--- config.mk ---
export PLATFORM = sky130hd
export DESIGN_NAME = fepc_top
export DESIGN_NICKNAME = d
export VERILOG_FILES = /design/src/fepc_pkg.sv /design/src/fepc_verify_unit.sv /design/src/fepc_top.sv
export SDC_FILE = /design/constraint.sdc
export NUM_CORES = 1
export LEC_CHECK = 0
export ABC_AREA = 1
export BUFFER_PORTS_ARGS = -buffer_cell sky130_fd_sc_hd__buf_4
export CAP_MARGIN = 10
export CORE_MARGIN = 2
export CORE_UTILIZATION = 51
export CTS_CLUSTER_DIAMETER = 40
export CTS_CLUSTER_SIZE = 30
export DETAILED_ROUTE_END_ITERATION = 6
export PLACE_DENSITY = 0.77
export SYNTH_ARGS = -nofsm -noshare
export SYNTH_HDL_FRONTEND = slang
export SYNTH_SLANG_ARGS = --single-unit
--- constraint.sdc ---
create_clock -name ref_clk -period 2.1 [get_ports ref_clk]
set_clock_uncertainty 0.15 [all_clocks]
set_input_delay 0.315 -clock ref_clk [delete_from_list [all_inputs] [get_ports ref_clk]]
set_output_delay 0.315 -clock ref_clk [all_outputs]
set_load 0.005 [all_outputs]
--- src/fepc_pkg.sv ---
// fepc_pkg: register map, field layout and carrier types of the flash
// erase and power control block; assumes a 32-bit axi4-lite master.
package fepc_pkg;
    localparam logic [7:0] FEPC_OFS_PWR_CTRL = 8'h00;
    localparam logic [7:0] FEPC_OFS_SCTL_EXT = 8'h04;
    localparam logic [7:0] FEPC_OFS_EBS1 = 8'h08;
    localparam logic [7:0] FEPC_OFS_EBS2 = 8'h0c;
    localparam logic [7:0] FEPC_OFS_ERASE_CTRL = 8'h10;
    localparam logic [7:0] FEPC_OFS_VERIFY_ADDR = 8'h14;
    localparam logic [7:0] FEPC_OFS_VERIFY_DATA = 8'h18;
    localparam logic [7:0] FEPC_OFS_STATUS = 8'h1c;
    localparam int FEPC_PDI_BIT = 7;
    localparam int FEPC_SCX_RSVD_BIT = 7;
    localparam int FEPC_EACT_BIT = 0;
    localparam logic [7:0] FEPC_PWR_RST = 8'h00;
    localparam logic [7:0] FEPC_SCX_RST = 8'h00;
    localparam logic [7:0] FEPC_DUMMY_BYTE = 8'hff;
    localparam logic [15:0] FEPC_ERASED_WORD = 16'hffff;
    localparam logic [1:0] FEPC_RESP_OKAY = 2'h0;
    localparam logic [1:0] FEPC_RESP_SLVERR = 2'h2;

    typedef struct packed {
        logic [7:0] addr;
        logic [31:0] data;
        logic [3:0] strb;
    } fepc_wreq_s;

    typedef enum logic [1:0] {
        FEPC_ST_IDLE = 2'b00,
        FEPC_ST_ERASE = 2'b01,
        FEPC_ST_ARMED = 2'b10
    } fepc_state_e;
endpackage

--- src/fepc_verify_unit.sv ---
// fepc_verify_unit: erase stress and erase-verify of one flash array.
// assumes array word reads come back combinationally in the same cycle.
`timescale 1ns/1ps
module fepc_verify_unit
    import fepc_pkg::*;
#(
    parameter int NBLK = 16
) (
    // clock and reset
    input wire logic ref_clk,
    input wire logic resetn,
    // control
    input wire logic erase_en,
    input wire logic [NBLK-1:0] blk_sel,
    input wire logic dummy_wr,
    input wire logic [15:0] dummy_addr,
    // array side
    output logic [NBLK-1:0] erase_stress,
    output logic [15:0] array_addr,
    input wire logic [15:0] array_rdata,
    // result
    output logic armed,
    output logic [15:0] verify_data
);
    fepc_state_e st_ff, nxt_st;
    logic [15:0] addr_ff, nxt_addr;
    logic [15:0] vd_ff, nxt_vd;

    always_comb begin
        nxt_st = st_ff;
        nxt_addr = addr_ff;
        nxt_vd = vd_ff;
        unique case (st_ff)
            FEPC_ST_IDLE: begin
                if (erase_en) begin
                    nxt_st = FEPC_ST_ERASE;
                end else if (dummy_wr) begin
                    nxt_st = FEPC_ST_ARMED;
                    nxt_addr = dummy_addr;
                end
            end
            FEPC_ST_ERASE: begin
                if (!erase_en) begin
                    nxt_st = FEPC_ST_IDLE;
                end
            end
            FEPC_ST_ARMED: begin
                nxt_vd = array_rdata;
                if (erase_en) begin
                    nxt_st = FEPC_ST_ERASE;
                end else if (dummy_wr) begin
                    nxt_addr = dummy_addr;
                end
            end
            default: nxt_st = FEPC_ST_IDLE;
        endcase
    end

    always_ff @(posedge ref_clk) begin
        if (!resetn) begin
            st_ff <= FEPC_ST_IDLE;
            addr_ff <= 16'h0000;
            vd_ff <= 16'h0000;
        end else begin
            st_ff <= nxt_st;
            addr_ff <= nxt_addr;
            vd_ff <= nxt_vd;
        end
    end

    // stress follows erase_en directly, so clearing cuts it the same cycle
    assign erase_stress = erase_en ? blk_sel : '0;
    assign array_addr = addr_ff;
    assign armed = (st_ff == FEPC_ST_ARMED);
    assign verify_data = vd_ff;

    property p_stress_gated;
        @(posedge ref_clk) disable iff (!resetn) !erase_en |-> erase_stress == '0;
    endproperty
    a_stress_gated: assert property (p_stress_gated) else $error("stress without erase");
    property p_erase_enter;
        @(posedge ref_clk) disable iff (!resetn) erase_en |=> st_ff == FEPC_ST_ERASE;
    endproperty
    a_erase_enter: assert property (p_erase_enter) else $error("erase not entered");
    property p_stop_now;
        @(posedge ref_clk) disable iff (!resetn)
            $fell(erase_en) |-> erase_stress == '0 ##1 st_ff == FEPC_ST_IDLE;
    endproperty
    a_stop_now: assert property (p_stop_now) else $error("erase did not stop");
    property p_arm_enter;
        @(posedge ref_clk) disable iff (!resetn)
            dummy_wr && !erase_en && st_ff != FEPC_ST_ERASE |=> armed;
    endproperty
    a_arm_enter: assert property (p_arm_enter) else $error("verify not armed");
    property p_arm_addr;
        @(posedge ref_clk) disable iff (!resetn)
            dummy_wr && !erase_en && st_ff != FEPC_ST_ERASE |=> array_addr == $past(dummy_addr);
    endproperty
    a_arm_addr: assert property (p_arm_addr) else $error("verify address wrong");
    property p_vd_track;
        @(posedge ref_clk) disable iff (!resetn)
            armed && !erase_en |=> verify_data == $past(array_rdata);
    endproperty
    a_vd_track: assert property (p_vd_track) else $error("verify data stale");
endmodule

--- src/fepc_top.sv ---
// fepc_top: axi4-lite register file for flash power control, erase block
// selection and erase-verify. assumes one clock, sync active-low reset.
`timescale 1ns/1ps
module fepc_top
    import fepc_pkg::*;
#(
    parameter int NBLK1 = 8,
    parameter int NBLK2 = 8
) (
    // clock and reset
    input wire logic ref_clk,
    input wire logic resetn,
    // axi4-lite write
    input wire logic [7:0] s_axi_awaddr,
    input wire logic s_axi_awvalid,
    output logic s_axi_awready,
    input wire logic [31:0] s_axi_wdata,
    input wire logic [3:0] s_axi_wstrb,
    input wire logic s_axi_wvalid,
    output logic s_axi_wready,
    output logic [1:0] s_axi_bresp,
    output logic s_axi_bvalid,
    input wire logic s_axi_bready,
    // axi4-lite read
    input wire logic [7:0] s_axi_araddr,
    input wire logic s_axi_arvalid,
    output logic s_axi_arready,
    output logic [31:0] s_axi_rdata,
    output logic [1:0] s_axi_rresp,
    output logic s_axi_rvalid,
    input wire logic s_axi_rready,
    // chip mode
    input wire logic user_mode,
    input wire logic sub_active_req,
    // flash array
    output logic flash_pd_allow,
    output logic [NBLK1+NBLK2-1:0] erase_stress,
    output logic [15:0] array_addr,
    input wire logic [15:0] array_rdata,
    // serial control extension bits for the serial block
    output logic [6:0] sctl_ext_bits
);
    localparam int NBLK = NBLK1 + NBLK2;

    logic aw_ff, nxt_aw, w_ff, nxt_w, b_ff, nxt_b, r_ff, nxt_r;
    logic [1:0] bresp_ff, nxt_bresp, rresp_ff, nxt_rresp;
    logic [31:0] rdata_ff, nxt_rdata;
    fepc_wreq_s wq_ff, nxt_wq;
    logic pdi_ff, nxt_pdi;
    logic [7:0] scx_ff, nxt_scx;
    logic [NBLK1-1:0] ebs1_ff, nxt_ebs1;
    logic [NBLK2-1:0] ebs2_ff, nxt_ebs2;
    logic eact_ff, nxt_eact;
    logic dummy_wr;
    logic [15:0] dummy_addr;
    logic armed;
    logic [15:0] verify_data;
    logic do_wr;

    assign do_wr = aw_ff && w_ff && !b_ff;

    always_comb begin
        nxt_aw = aw_ff;
        nxt_w = w_ff;
        nxt_b = b_ff;
        nxt_wq = wq_ff;
        nxt_bresp = bresp_ff;
        nxt_pdi = pdi_ff;
        nxt_scx = scx_ff;
        nxt_ebs1 = ebs1_ff;
        nxt_ebs2 = ebs2_ff;
        nxt_eact = eact_ff;
        dummy_wr = 1'b0;
        dummy_addr = wq_ff.data[15:0];
        if (s_axi_awvalid && s_axi_awready) begin
            nxt_aw = 1'b1;
            nxt_wq.addr = s_axi_awaddr;
        end
        if (s_axi_wvalid && s_axi_wready) begin
            nxt_w = 1'b1;
            nxt_wq.data = s_axi_wdata;
            nxt_wq.strb = s_axi_wstrb;
        end
        if (do_wr) begin
            nxt_aw = 1'b0;
            nxt_w = 1'b0;
            nxt_b = 1'b1;
            nxt_bresp = FEPC_RESP_OKAY;
            unique case (wq_ff.addr)
                FEPC_OFS_PWR_CTRL: begin
                    if (wq_ff.strb[0]) nxt_pdi = wq_ff.data[FEPC_PDI_BIT];
                end
                FEPC_OFS_SCTL_EXT: begin
                    if (wq_ff.strb[0]) nxt_scx = wq_ff.data[7:0];
                end
                // in user mode block select is frozen and the erase control is forced clear
                FEPC_OFS_EBS1: begin
                    if (!user_mode) nxt_ebs1 = wq_ff.data[NBLK1-1:0];
                end
                FEPC_OFS_EBS2: begin
                    if (!user_mode) nxt_ebs2 = wq_ff.data[NBLK2-1:0];
                end
                FEPC_OFS_ERASE_CTRL: begin
                    if (!user_mode && wq_ff.strb[0]) begin
                        nxt_eact = wq_ff.data[FEPC_EACT_BIT];
                    end
                end
                FEPC_OFS_VERIFY_ADDR: begin
                    // a dummy write arms only byte ff at an even address
                    dummy_wr = !user_mode && !eact_ff && wq_ff.data[0] == 1'b0
                        && wq_ff.data[23:16] == FEPC_DUMMY_BYTE;
                end
                FEPC_OFS_VERIFY_DATA, FEPC_OFS_STATUS: begin
                    nxt_bresp = FEPC_RESP_SLVERR;
                end
                default: nxt_bresp = FEPC_RESP_SLVERR;
            endcase
        end
        if (b_ff && s_axi_bready) begin
            nxt_b = 1'b0;
        end
        if (user_mode) begin
            nxt_eact = 1'b0;
        end
    end

    always_ff @(posedge ref_clk) begin
        if (!resetn) begin
            aw_ff <= 1'b0;
            w_ff <= 1'b0;
            b_ff <= 1'b0;
            wq_ff <= '0;
            bresp_ff <= FEPC_RESP_OKAY;
            pdi_ff <= FEPC_PWR_RST[FEPC_PDI_BIT];
            scx_ff <= FEPC_SCX_RST;
            ebs1_ff <= '0;
            ebs2_ff <= '0;
            eact_ff <= 1'b0;
        end else begin
            aw_ff <= nxt_aw;
            w_ff <= nxt_w;
            b_ff <= nxt_b;
            wq_ff <= nxt_wq;
            bresp_ff <= nxt_bresp;
            pdi_ff <= nxt_pdi;
            scx_ff <= nxt_scx;
            ebs1_ff <= nxt_ebs1;
            ebs2_ff <= nxt_ebs2;
            eact_ff <= nxt_eact;
        end
    end

    assign s_axi_awready = !aw_ff && !b_ff;
    assign s_axi_wready = !w_ff && !b_ff;
    assign s_axi_bvalid = b_ff;
    assign s_axi_bresp = bresp_ff;

    // read channel
    always_comb begin
        nxt_r = r_ff;
        nxt_rdata = rdata_ff;
        nxt_rresp = rresp_ff;
        if (s_axi_arvalid && s_axi_arready) begin
            nxt_r = 1'b1;
            nxt_rresp = FEPC_RESP_OKAY;
            nxt_rdata = 32'h0000_0000;
            unique case (s_axi_araddr)
                FEPC_OFS_PWR_CTRL: nxt_rdata[FEPC_PDI_BIT] = pdi_ff;
                FEPC_OFS_SCTL_EXT: nxt_rdata[7:0] = scx_ff;
                FEPC_OFS_EBS1: nxt_rdata[NBLK1-1:0] = ebs1_ff;
                FEPC_OFS_EBS2: nxt_rdata[NBLK2-1:0] = ebs2_ff;
                FEPC_OFS_ERASE_CTRL: nxt_rdata[FEPC_EACT_BIT] = eact_ff;
                FEPC_OFS_VERIFY_ADDR: nxt_rdata[15:0] = array_addr;
                FEPC_OFS_VERIFY_DATA: nxt_rdata[15:0] = verify_data;
                FEPC_OFS_STATUS: nxt_rdata[2:0] = {user_mode, armed, eact_ff};
                default: nxt_rresp = FEPC_RESP_SLVERR;
            endcase
        end else if (r_ff && s_axi_rready) begin
            nxt_r = 1'b0;
        end
    end

    always_ff @(posedge ref_clk) begin
        if (!resetn) begin
            r_ff <= 1'b0;
            rdata_ff <= 32'h0000_0000;
            rresp_ff <= FEPC_RESP_OKAY;
        end else begin
            r_ff <= nxt_r;
            rdata_ff <= nxt_rdata;
            rresp_ff <= nxt_rresp;
        end
    end

    assign s_axi_arready = !r_ff;
    assign s_axi_rvalid = r_ff;
    assign s_axi_rdata = rdata_ff;
    assign s_axi_rresp = rresp_ff;

    // the array is the caller's; power-down is only a permission
    assign flash_pd_allow = sub_active_req && !pdi_ff;
    assign sctl_ext_bits = scx_ff[6:0];

    fepc_verify_unit #(
        .NBLK(NBLK)
    ) u_verify (
        .ref_clk(ref_clk),
        .resetn(resetn),
        .erase_en(eact_ff),
        .blk_sel({ebs2_ff, ebs1_ff}),
        .dummy_wr(dummy_wr),
        .dummy_addr(dummy_addr),
        .erase_stress(erase_stress),
        .array_addr(array_addr),
        .array_rdata(array_rdata),
        .armed(armed),
        .verify_data(verify_data)
    );

    property p_pd_block;
        @(posedge ref_clk) disable iff (!resetn) pdi_ff |-> !flash_pd_allow;
    endproperty
    a_pd_block: assert property (p_pd_block) else $error("power-down not blocked");
    property p_pd_allow;
        @(posedge ref_clk) disable iff (!resetn) sub_active_req && !pdi_ff |-> flash_pd_allow;
    endproperty
    a_pd_allow: assert property (p_pd_allow) else $error("power-down not allowed");
    property p_pwr_rsvd;
        @(posedge ref_clk) disable iff (!resetn)
            s_axi_arvalid && s_axi_arready && s_axi_araddr == FEPC_OFS_PWR_CTRL
            |=> s_axi_rdata[6:0] == 7'h00;
    endproperty
    a_pwr_rsvd: assert property (p_pwr_rsvd) else $error("reserved bits nonzero");
    property p_pwr_read;
        @(posedge ref_clk) disable iff (!resetn)
            s_axi_arvalid && s_axi_arready && s_axi_araddr == FEPC_OFS_PWR_CTRL
            |=> s_axi_rdata[FEPC_PDI_BIT] == $past(pdi_ff);
    endproperty
    a_pwr_read: assert property (p_pwr_read) else $error("inhibit read wrong");
    property p_user_no_erase;
        @(posedge ref_clk) disable iff (!resetn) user_mode |=> !eact_ff;
    endproperty
    a_user_no_erase: assert property (p_user_no_erase) else $error("erase in user mode");
    property p_user_stress;
        @(posedge ref_clk) disable iff (!resetn) user_mode |=> erase_stress == '0;
    endproperty
    a_user_stress: assert property (p_user_stress) else $error("stress in user mode");
    property p_ebs_frozen;
        @(posedge ref_clk) disable iff (!resetn)
            user_mode |=> $stable(ebs1_ff) && $stable(ebs2_ff);
    endproperty
    a_ebs_frozen: assert property (p_ebs_frozen) else $error("block select changed");
    property p_stress_only;
        @(posedge ref_clk) disable iff (!resetn) erase_stress != '0 |-> eact_ff;
    endproperty
    a_stress_only: assert property (p_stress_only) else $error("stress without erase");
    property p_wr_resp;
        @(posedge ref_clk) disable iff (!resetn) do_wr |=> s_axi_bvalid;
    endproperty
    a_wr_resp: assert property (p_wr_resp) else $error("no write response");
    property p_rd_resp;
        @(posedge ref_clk) disable iff (!resetn)
            s_axi_arvalid && s_axi_arready |=> s_axi_rvalid;
    endproperty
    a_rd_resp: assert property (p_rd_resp) else $error("no read data");
    property p_vd_read;
        @(posedge ref_clk) disable iff (!resetn)
            s_axi_arvalid && s_axi_arready && s_axi_araddr == FEPC_OFS_VERIFY_DATA
            |=> s_axi_rdata[15:0] == $past(verify_data);
    endproperty
    a_vd_read: assert property (p_vd_read) else $error("verify data read wrong");
    property p_eact_hold;
        @(posedge ref_clk) disable iff (!resetn)
            eact_ff && !do_wr && !user_mode |=> eact_ff;
    endproperty
    a_eact_hold: assert property (p_eact_hold) else $error("erase dropped");
    property p_pdi_hold;
        @(posedge ref_clk) disable iff (!resetn) !do_wr |=> pdi_ff == $past(pdi_ff);
    endproperty
    a_pdi_hold: assert property (p_pdi_hold) else $error("inhibit changed");
    c_erase: cover property (@(posedge ref_clk) eact_ff ##[1:20] !eact_ff);
    c_armed: cover property (@(posedge ref_clk) armed);
    c_pd: cover property (@(posedge ref_clk) flash_pd_allow);
endmodule

Word level (Yosys, flattened, before mapping)
Index checks and enable logic that the tools add are counted.
{"block": "word_totals", "input_bits": 77, "output_inout_bits": 81, "register_bits": 117}
{"block": "op_classes", "eq_ne": 18, "n_reduce_logical": 39, "bitwise_logic": 4, "n_mux": 17}
{"cell": "8-bit by 5-bit equality test with 1-bit output, second input constant", "count": 6}
{"cell": "8-bit by 4-bit equality test with 1-bit output, second input constant", "count": 4}
{"cell": "3-bit AND reduction", "count": 7}
{"cell": "4-bit one-hot mux with 5 select lines", "count": 1}
{"cell": "8-bit by 3-bit equality test with 1-bit output, second input constant", "count": 2}
{"cell": "8-bit logical NOT", "count": 2}
{"cell": "16-bit 2-to-1 mux", "count": 1}
{"cell": "8-bit one-hot mux with 2 select lines", "count": 1}
{"cell": "1-bit logical AND", "count": 14}
{"cell": "2-bit 2-to-1 mux", "count": 6}
{"cell": "1-bit one-hot mux with 6 select lines", "count": 2}
{"cell": "2-bit one-hot mux with 6 select lines", "count": 1}
{"cell": "2-bit OR reduction", "count": 5}
{"cell": "8-bit equality test, second input constant", "count": 1}
{"cell": "8-bit OR reduction", "count": 1}
{"cell": "1-bit logical NOT", "count": 7}
{"cell": "2-bit one-hot mux with 3 select lines", "count": 1}
{"cell": "6-bit OR reduction", "count": 1}
{"cell": "1-bit 2-to-1 mux", "count": 4}
{"cell": "2-bit inequality test, second input constant", "count": 2}
{"cell": "1-bit NOT", "count": 4}
{"cell": "3-bit inequality test, second input constant", "count": 1}
{"cell": "2-bit by 1-bit equality test with 1-bit output, second input constant", "count": 1}
{"cell": "2-bit equality test, second input constant", "count": 1}
{"cell": "other kinds (2)", "count": 2}

Longest topological paths before layout
{"block": "depth", "word_depth": 9, "mapped_depth": 10}

Modules after synthesis
From an unflattened synthesis, not the netlist that was laid out.
{"block": "unflattened", "cells_unflattened": 723, "area_unflattened_um2": 5290.1}
{"module": "fepc_top", "instances": 1, "seq_area_each_um2": 1621.6, "cells_per_inst": 507, "area_per_inst_um2": 3753.6}
{"module": "fepc_verify_unit", "instances": 1, "seq_area_each_um2": 680.7, "cells_per_inst": 216, "area_per_inst_um2": 1536.5}

Worst setup path after synthesis
Ideal clock, no wire load.
{"block": "synth_path", "kind": "flip-flop to flip-flop", "startpoint": "reg b_ff (netlist: s_axi_bvalid)", "endpoint": "reg u_verify.addr_ff[10] (netlist: u_verify.array_addr[10])", "slack_ps": 543, "stages_incl_launch_ff": 10, "required_time_ps": 1837, "arrival_ps": 1294, "setup_ps": 113, "n_path_buf": 1, "path_cell_list": "dfxtp_1 -> inv_2 -> nand3_2 -> nor2_1 -> nand3_1 -> nor2_4 -> nand3_4 -> buf_6 -> o21ai_1 -> nor2_1"}
{"block": "synth_via", "elab_chain_len": 4}
{"item": "start: declaration", "line_no": "fepc_top.sv:45", "source": "logic aw_ff, nxt_aw, w_ff, nxt_w, b_ff, nxt_b, r_ff, nxt_r;"}
{"item": "start signal: assignment", "line_no": "fepc_top.sv:142", "source": "b_ff <= nxt_b;"}
{"item": "1-bit logical NOT", "line_no": "fepc_top.sv:60", "source": "assign do_wr = aw_ff && w_ff && !b_ff;"}
{"item": "1-bit logical AND", "line_no": "fepc_top.sv:60"}
{"item": "1-bit 2-to-1 mux", "line_no": "fepc_top.sv:84", "source": "if (do_wr) begin"}
{"item": "3-bit AND reduction (no source line)"}
{"item": "end signal: assignment", "line_no": "fepc_verify_unit.sv:66", "source": "addr_ff <= nxt_addr;"}
{"item": "end: declaration", "line_no": "fepc_verify_unit.sv:26", "source": "logic [15:0] addr_ff, nxt_addr;"}
No other way between the ends.
A chain may end at the register's enable or synchronous reset.

Worst setup path after layout
{"block": "layout_path", "startpoint": "reg b_ff (netlist: s_axi_bvalid)", "endpoint": "reg wq_ff[43] (netlist bit)"}
{"block": "layout_via", "elab_chain_len": 3}
{"item": "1-bit logical NOT", "line_no": "fepc_top.sv:153", "source": "assign s_axi_awready = !aw_ff && !b_ff;"}
{"item": "1-bit logical AND", "line_no": "fepc_top.sv:153"}
{"item": "1-bit logical AND", "line_no": "fepc_top.sv:75", "source": "if (s_axi_awvalid && s_axi_awready) begin"}
{"item": "end signal: assignment", "line_no": "fepc_top.sv:143", "source": "wq_ff <= nxt_wq;"}
{"item": "end: declaration", "line_no": "fepc_top.sv:48", "source": "fepc_wreq_s wq_ff, nxt_wq;"}
No other way between the ends.

==> reports/metrics.csv <==
stage,metric,value,unit
run_status,outcome,finished clean,
timing,hold_violations,0,
drt,ant_nets,0,
die,dieHeight,103.7,um
layout,most-common-layout-cells,"buf_4, dfxtp_1, nor2_1",
setup_path,cp.required,2.37,ns
layout,drive_above_1_share,0.2282,
layout,insertedDiodeCount,0,
layout,final_nets,949,
logic_synthesis,synth_top_area_share,0.4545,
layout,final_common_cell,buf_4,
logic_synthesis,yosys.area.top_type,dfxtp_1,
placement,gp_congestion,0.8834,
logic_synthesis,synthTopCellsByArea,"dfxtp_1, nor2_1, inv_1",
setup_path,endpoint_kind,flop,
global_route,grt_pass1_vias,5095,
power,peakVddDrop,0.5231,mV
logic_synthesis,postSynthAreaPerCell,7.236,sq um
drt,drt-total-wl,14730,um
global_route,grt_max_degree,46,
setup_path,rrSetupSlack,0.18,ns
placement,numPortBuffers,128,
logic_synthesis,synth_area,5065,sq um
timing,worst_pin_slew,0.6386,ns
drt,drt_iter0_markers,317,
power,powerDensity,792.5,nW/um^2
logic_synthesis,seq_area_frac_synth,0.4545,
clocking,cts.sinks,115,
setup_path,criticalPathCategory,flop to flop,
logic_synthesis,ys_warn_count,0,
clocking,cts-root-buf,clkbuf_8,
clocking,cts_tree,done,
layout,final_cell_area,7183,sq um
die,rows,36,
clocking,clock_latency,0.53,ns
timing,slew_headroom,0.5729,
die,coreArea,9684,sq um
die,start_util,0.5230,
die,dieArea,10740,sq um
clocking,numCtsBuffers,17,
timing,setup_viol,0,
timing,fmax,0.5198,GHz
timing,rsz0062_at_grt,false,
layout,area_growth,41.82,%
logic_synthesis,syn_inst,700,
placement,dpl.hpwl,9412,um
setup_path,path_max_fanout,12,
drt,viasPerCell,5.046,
logic_synthesis,synth_seq_cells,115,
die,ios,158,
setup_path,startpoint_type,flop,
clocking,cts_setup_buffers,0,
power,leakagePower,0.003351,uW
die,chipWidth,103.7,um
setup_path,rr_worst_depth,5,
clocking,htree_levels,4,
drt,wl_per_cell,14.47,um
drt,via_count,5137,
drt,drc_errors,0,
setup_path,startpoint,s_axi_bvalid,
global_route,gr-total-overflow,0,
global_route,grt_use_total,0.2778,
drt,first_pass_iters,5,
setup_path,cp.arrival,2.19,ns
layout,fill_cells,712,
timing,fin_setup_tns,0,ns
setup_path,reg2reg_from,s_axi_bvalid,
global_route,grt_antenna_before_repair,0,
clocking,clk_pin_slew,0.06,ns
timing,slew_violations,0,
worst_hold_path,hp-class,input port to flop,
clocking,cts_max_path_buffers,2,
setup_path,endpoint,wq_ff[43],
flow_run,maxCapViolations,0,
timing,finalCritPeriodShare,0.9161,
timing,fin_crit,1.924,ns
logic_synthesis,synth_cell_types,33,
global_route,grt_pass1_wl,23970,um
placement,placed_area,6015,sq um
setup_path,reg2reg_to,wq_ff[43],
==> report_power, final <==
| group | internal, uW | total, uW | leakage (uW) | switching (uW) |
|---|---|---|---|---|
| Combinational | 295 | 598 | 0.00214 | 303 |
| Clock | 1690 | 2770 | 0.000270 | 1080 |
| Sequential | 2270 | 2330 | 0.000938 | 52.6 |
| Total | 4260 | 5690 | 0.00335 | 1430 |
==> worst min path at each step <==
stage | cells after the start | startpoint | end | slack [ns]
2_1_floorplan | 2 | wq_ff[0] | wq_ff[0] | 0.28
3_3_place_gp | 2 | u_verify.verify_data[8] | u_verify.verify_data[8] | 0.29
3_5_place_dp | 2 | u_verify.verify_data[8] | u_verify.verify_data[8] | 0.30
4_1_cts | 5 | s_axi_araddr[1] | s_axi_rresp[1] | 0.01
5_1_grt | 5 | s_axi_araddr[1] | s_axi_rresp[1] | 0.06
6_report | 5 | s_axi_araddr[1] | s_axi_rresp[1] | 0.04
==> critical path: stages, from the launching register on <==
cell           delay (ns)
dfxtp_1              0.35
nor2_2               0.27
nand2_2              0.21
o21ai_1              0.23
nor2_1               0.06
dlygate4sd3_1        0.55
==> timing repair <==
| action | in CTS | in global routing |
|---|---|---|
| hold buffers | 57 | 0 |
| gates resized for setup | 0 | 3 |
| endpoints found under the setup margin | 0 | 15 |
| endpoints found under the hold margin | 53 | 0 |
==> synth_stat cells <==
cell type	number
nand3_2	4
o21ai_1	55
conb_1	1
dfxtp_1	115
or2_4	1
nand4_1	1
buf_2	7
nor3_1	1
inv_2	12
o2111ai_1	1
buf_6	3
a21oi_1	62
nand2_1	76
nor2_2	4
clkbuf_1	22
nor2_1	105
nand3_1	31
a211oi_1	3
a31oi_1	4
o22ai_1	1
nor3_2	1
nand3_4	1
buf_4	27
buf_1	2
nand2_2	1
o221ai_1	8
inv_1	88
nor2_4	3
or2_1	1
o21ai_0	56
o21a_1	1
nor3_4	1
and2_1	1
==> flip-flops by register name, summed over array words and instances, names as in the netlist <==
register              cells
aw_ff                     1
dummy_addr               16
s_axi_bresp               1
eact_ff                   1
u_verify.verify_data     16
wq_ff                    17
ebs1_ff                   8
s_axi_rresp               1
w_ff                      1
scx_ff                    8
s_axi_rvalid              1
u_verify.st_ff            2
ebs2_ff                   8
pdi_ff                    1
s_axi_bvalid              1
s_axi_rdata              16
u_verify.array_addr      16
==> metal layers <==
layer  vias to the layer above  share of wire  GRT usage
li1                       2559              -          -
met1                      2348           0.41     0.3238
met2                       206           0.50     0.4934
met3                        24          0.073    0.07048
met4                         0          0.017     0.1004
met5                         -              0          0
==> per-stage QoR <==
stage / util / cells / setup slack (ns) / hold slack, ns / total power, uW
after floorplan: - / 717 / 0.5427 / 0.2802 / 2655
after global placement: 0.6211 / 928 / 0.1931 / 0.2914 / 2848
after detailed placement: 0.6211 / 928 / 0.1535 / 0.2964 / 2864
after CTS: 0.7394 / 1017 / 0.01364 / 0.01461 / 5693
after global routing: 0.7417 / 1018 / 0.02907 / 0.06038 / 5900
final: 0.7417 / 1018 / 0.1762 / 0.03696 / 5693
==> area by class of cell <==
type / instances / area, sq um / area share
sequential: 115 / 2302 / 0.3205
tap: 133 / 166.4 / 0.02317
clock inverter: 15 / 161.4 / 0.02247
inverter: 100 / 375.4 / 0.05226
multi-input combinational: 442 / 2112 / 0.2940
timing repair buffer: 196 / 1652 / 0.2299
clock buffer: 17 / 414.1 / 0.05766
==> logic make-up (layout without fill, tap and decap cells) <==
group	count (synthesis)	count (layout)	synth area share
AO/OA/AOI/OAI	191	191	0.1986
buffers and inverters	161	328	0.1455
flip-flops	115	115	0.4545
other	1	18	0.0007404
AND/OR/NAND/NOR	232	233	0.2006
Power figures use the tool's default switching activity.
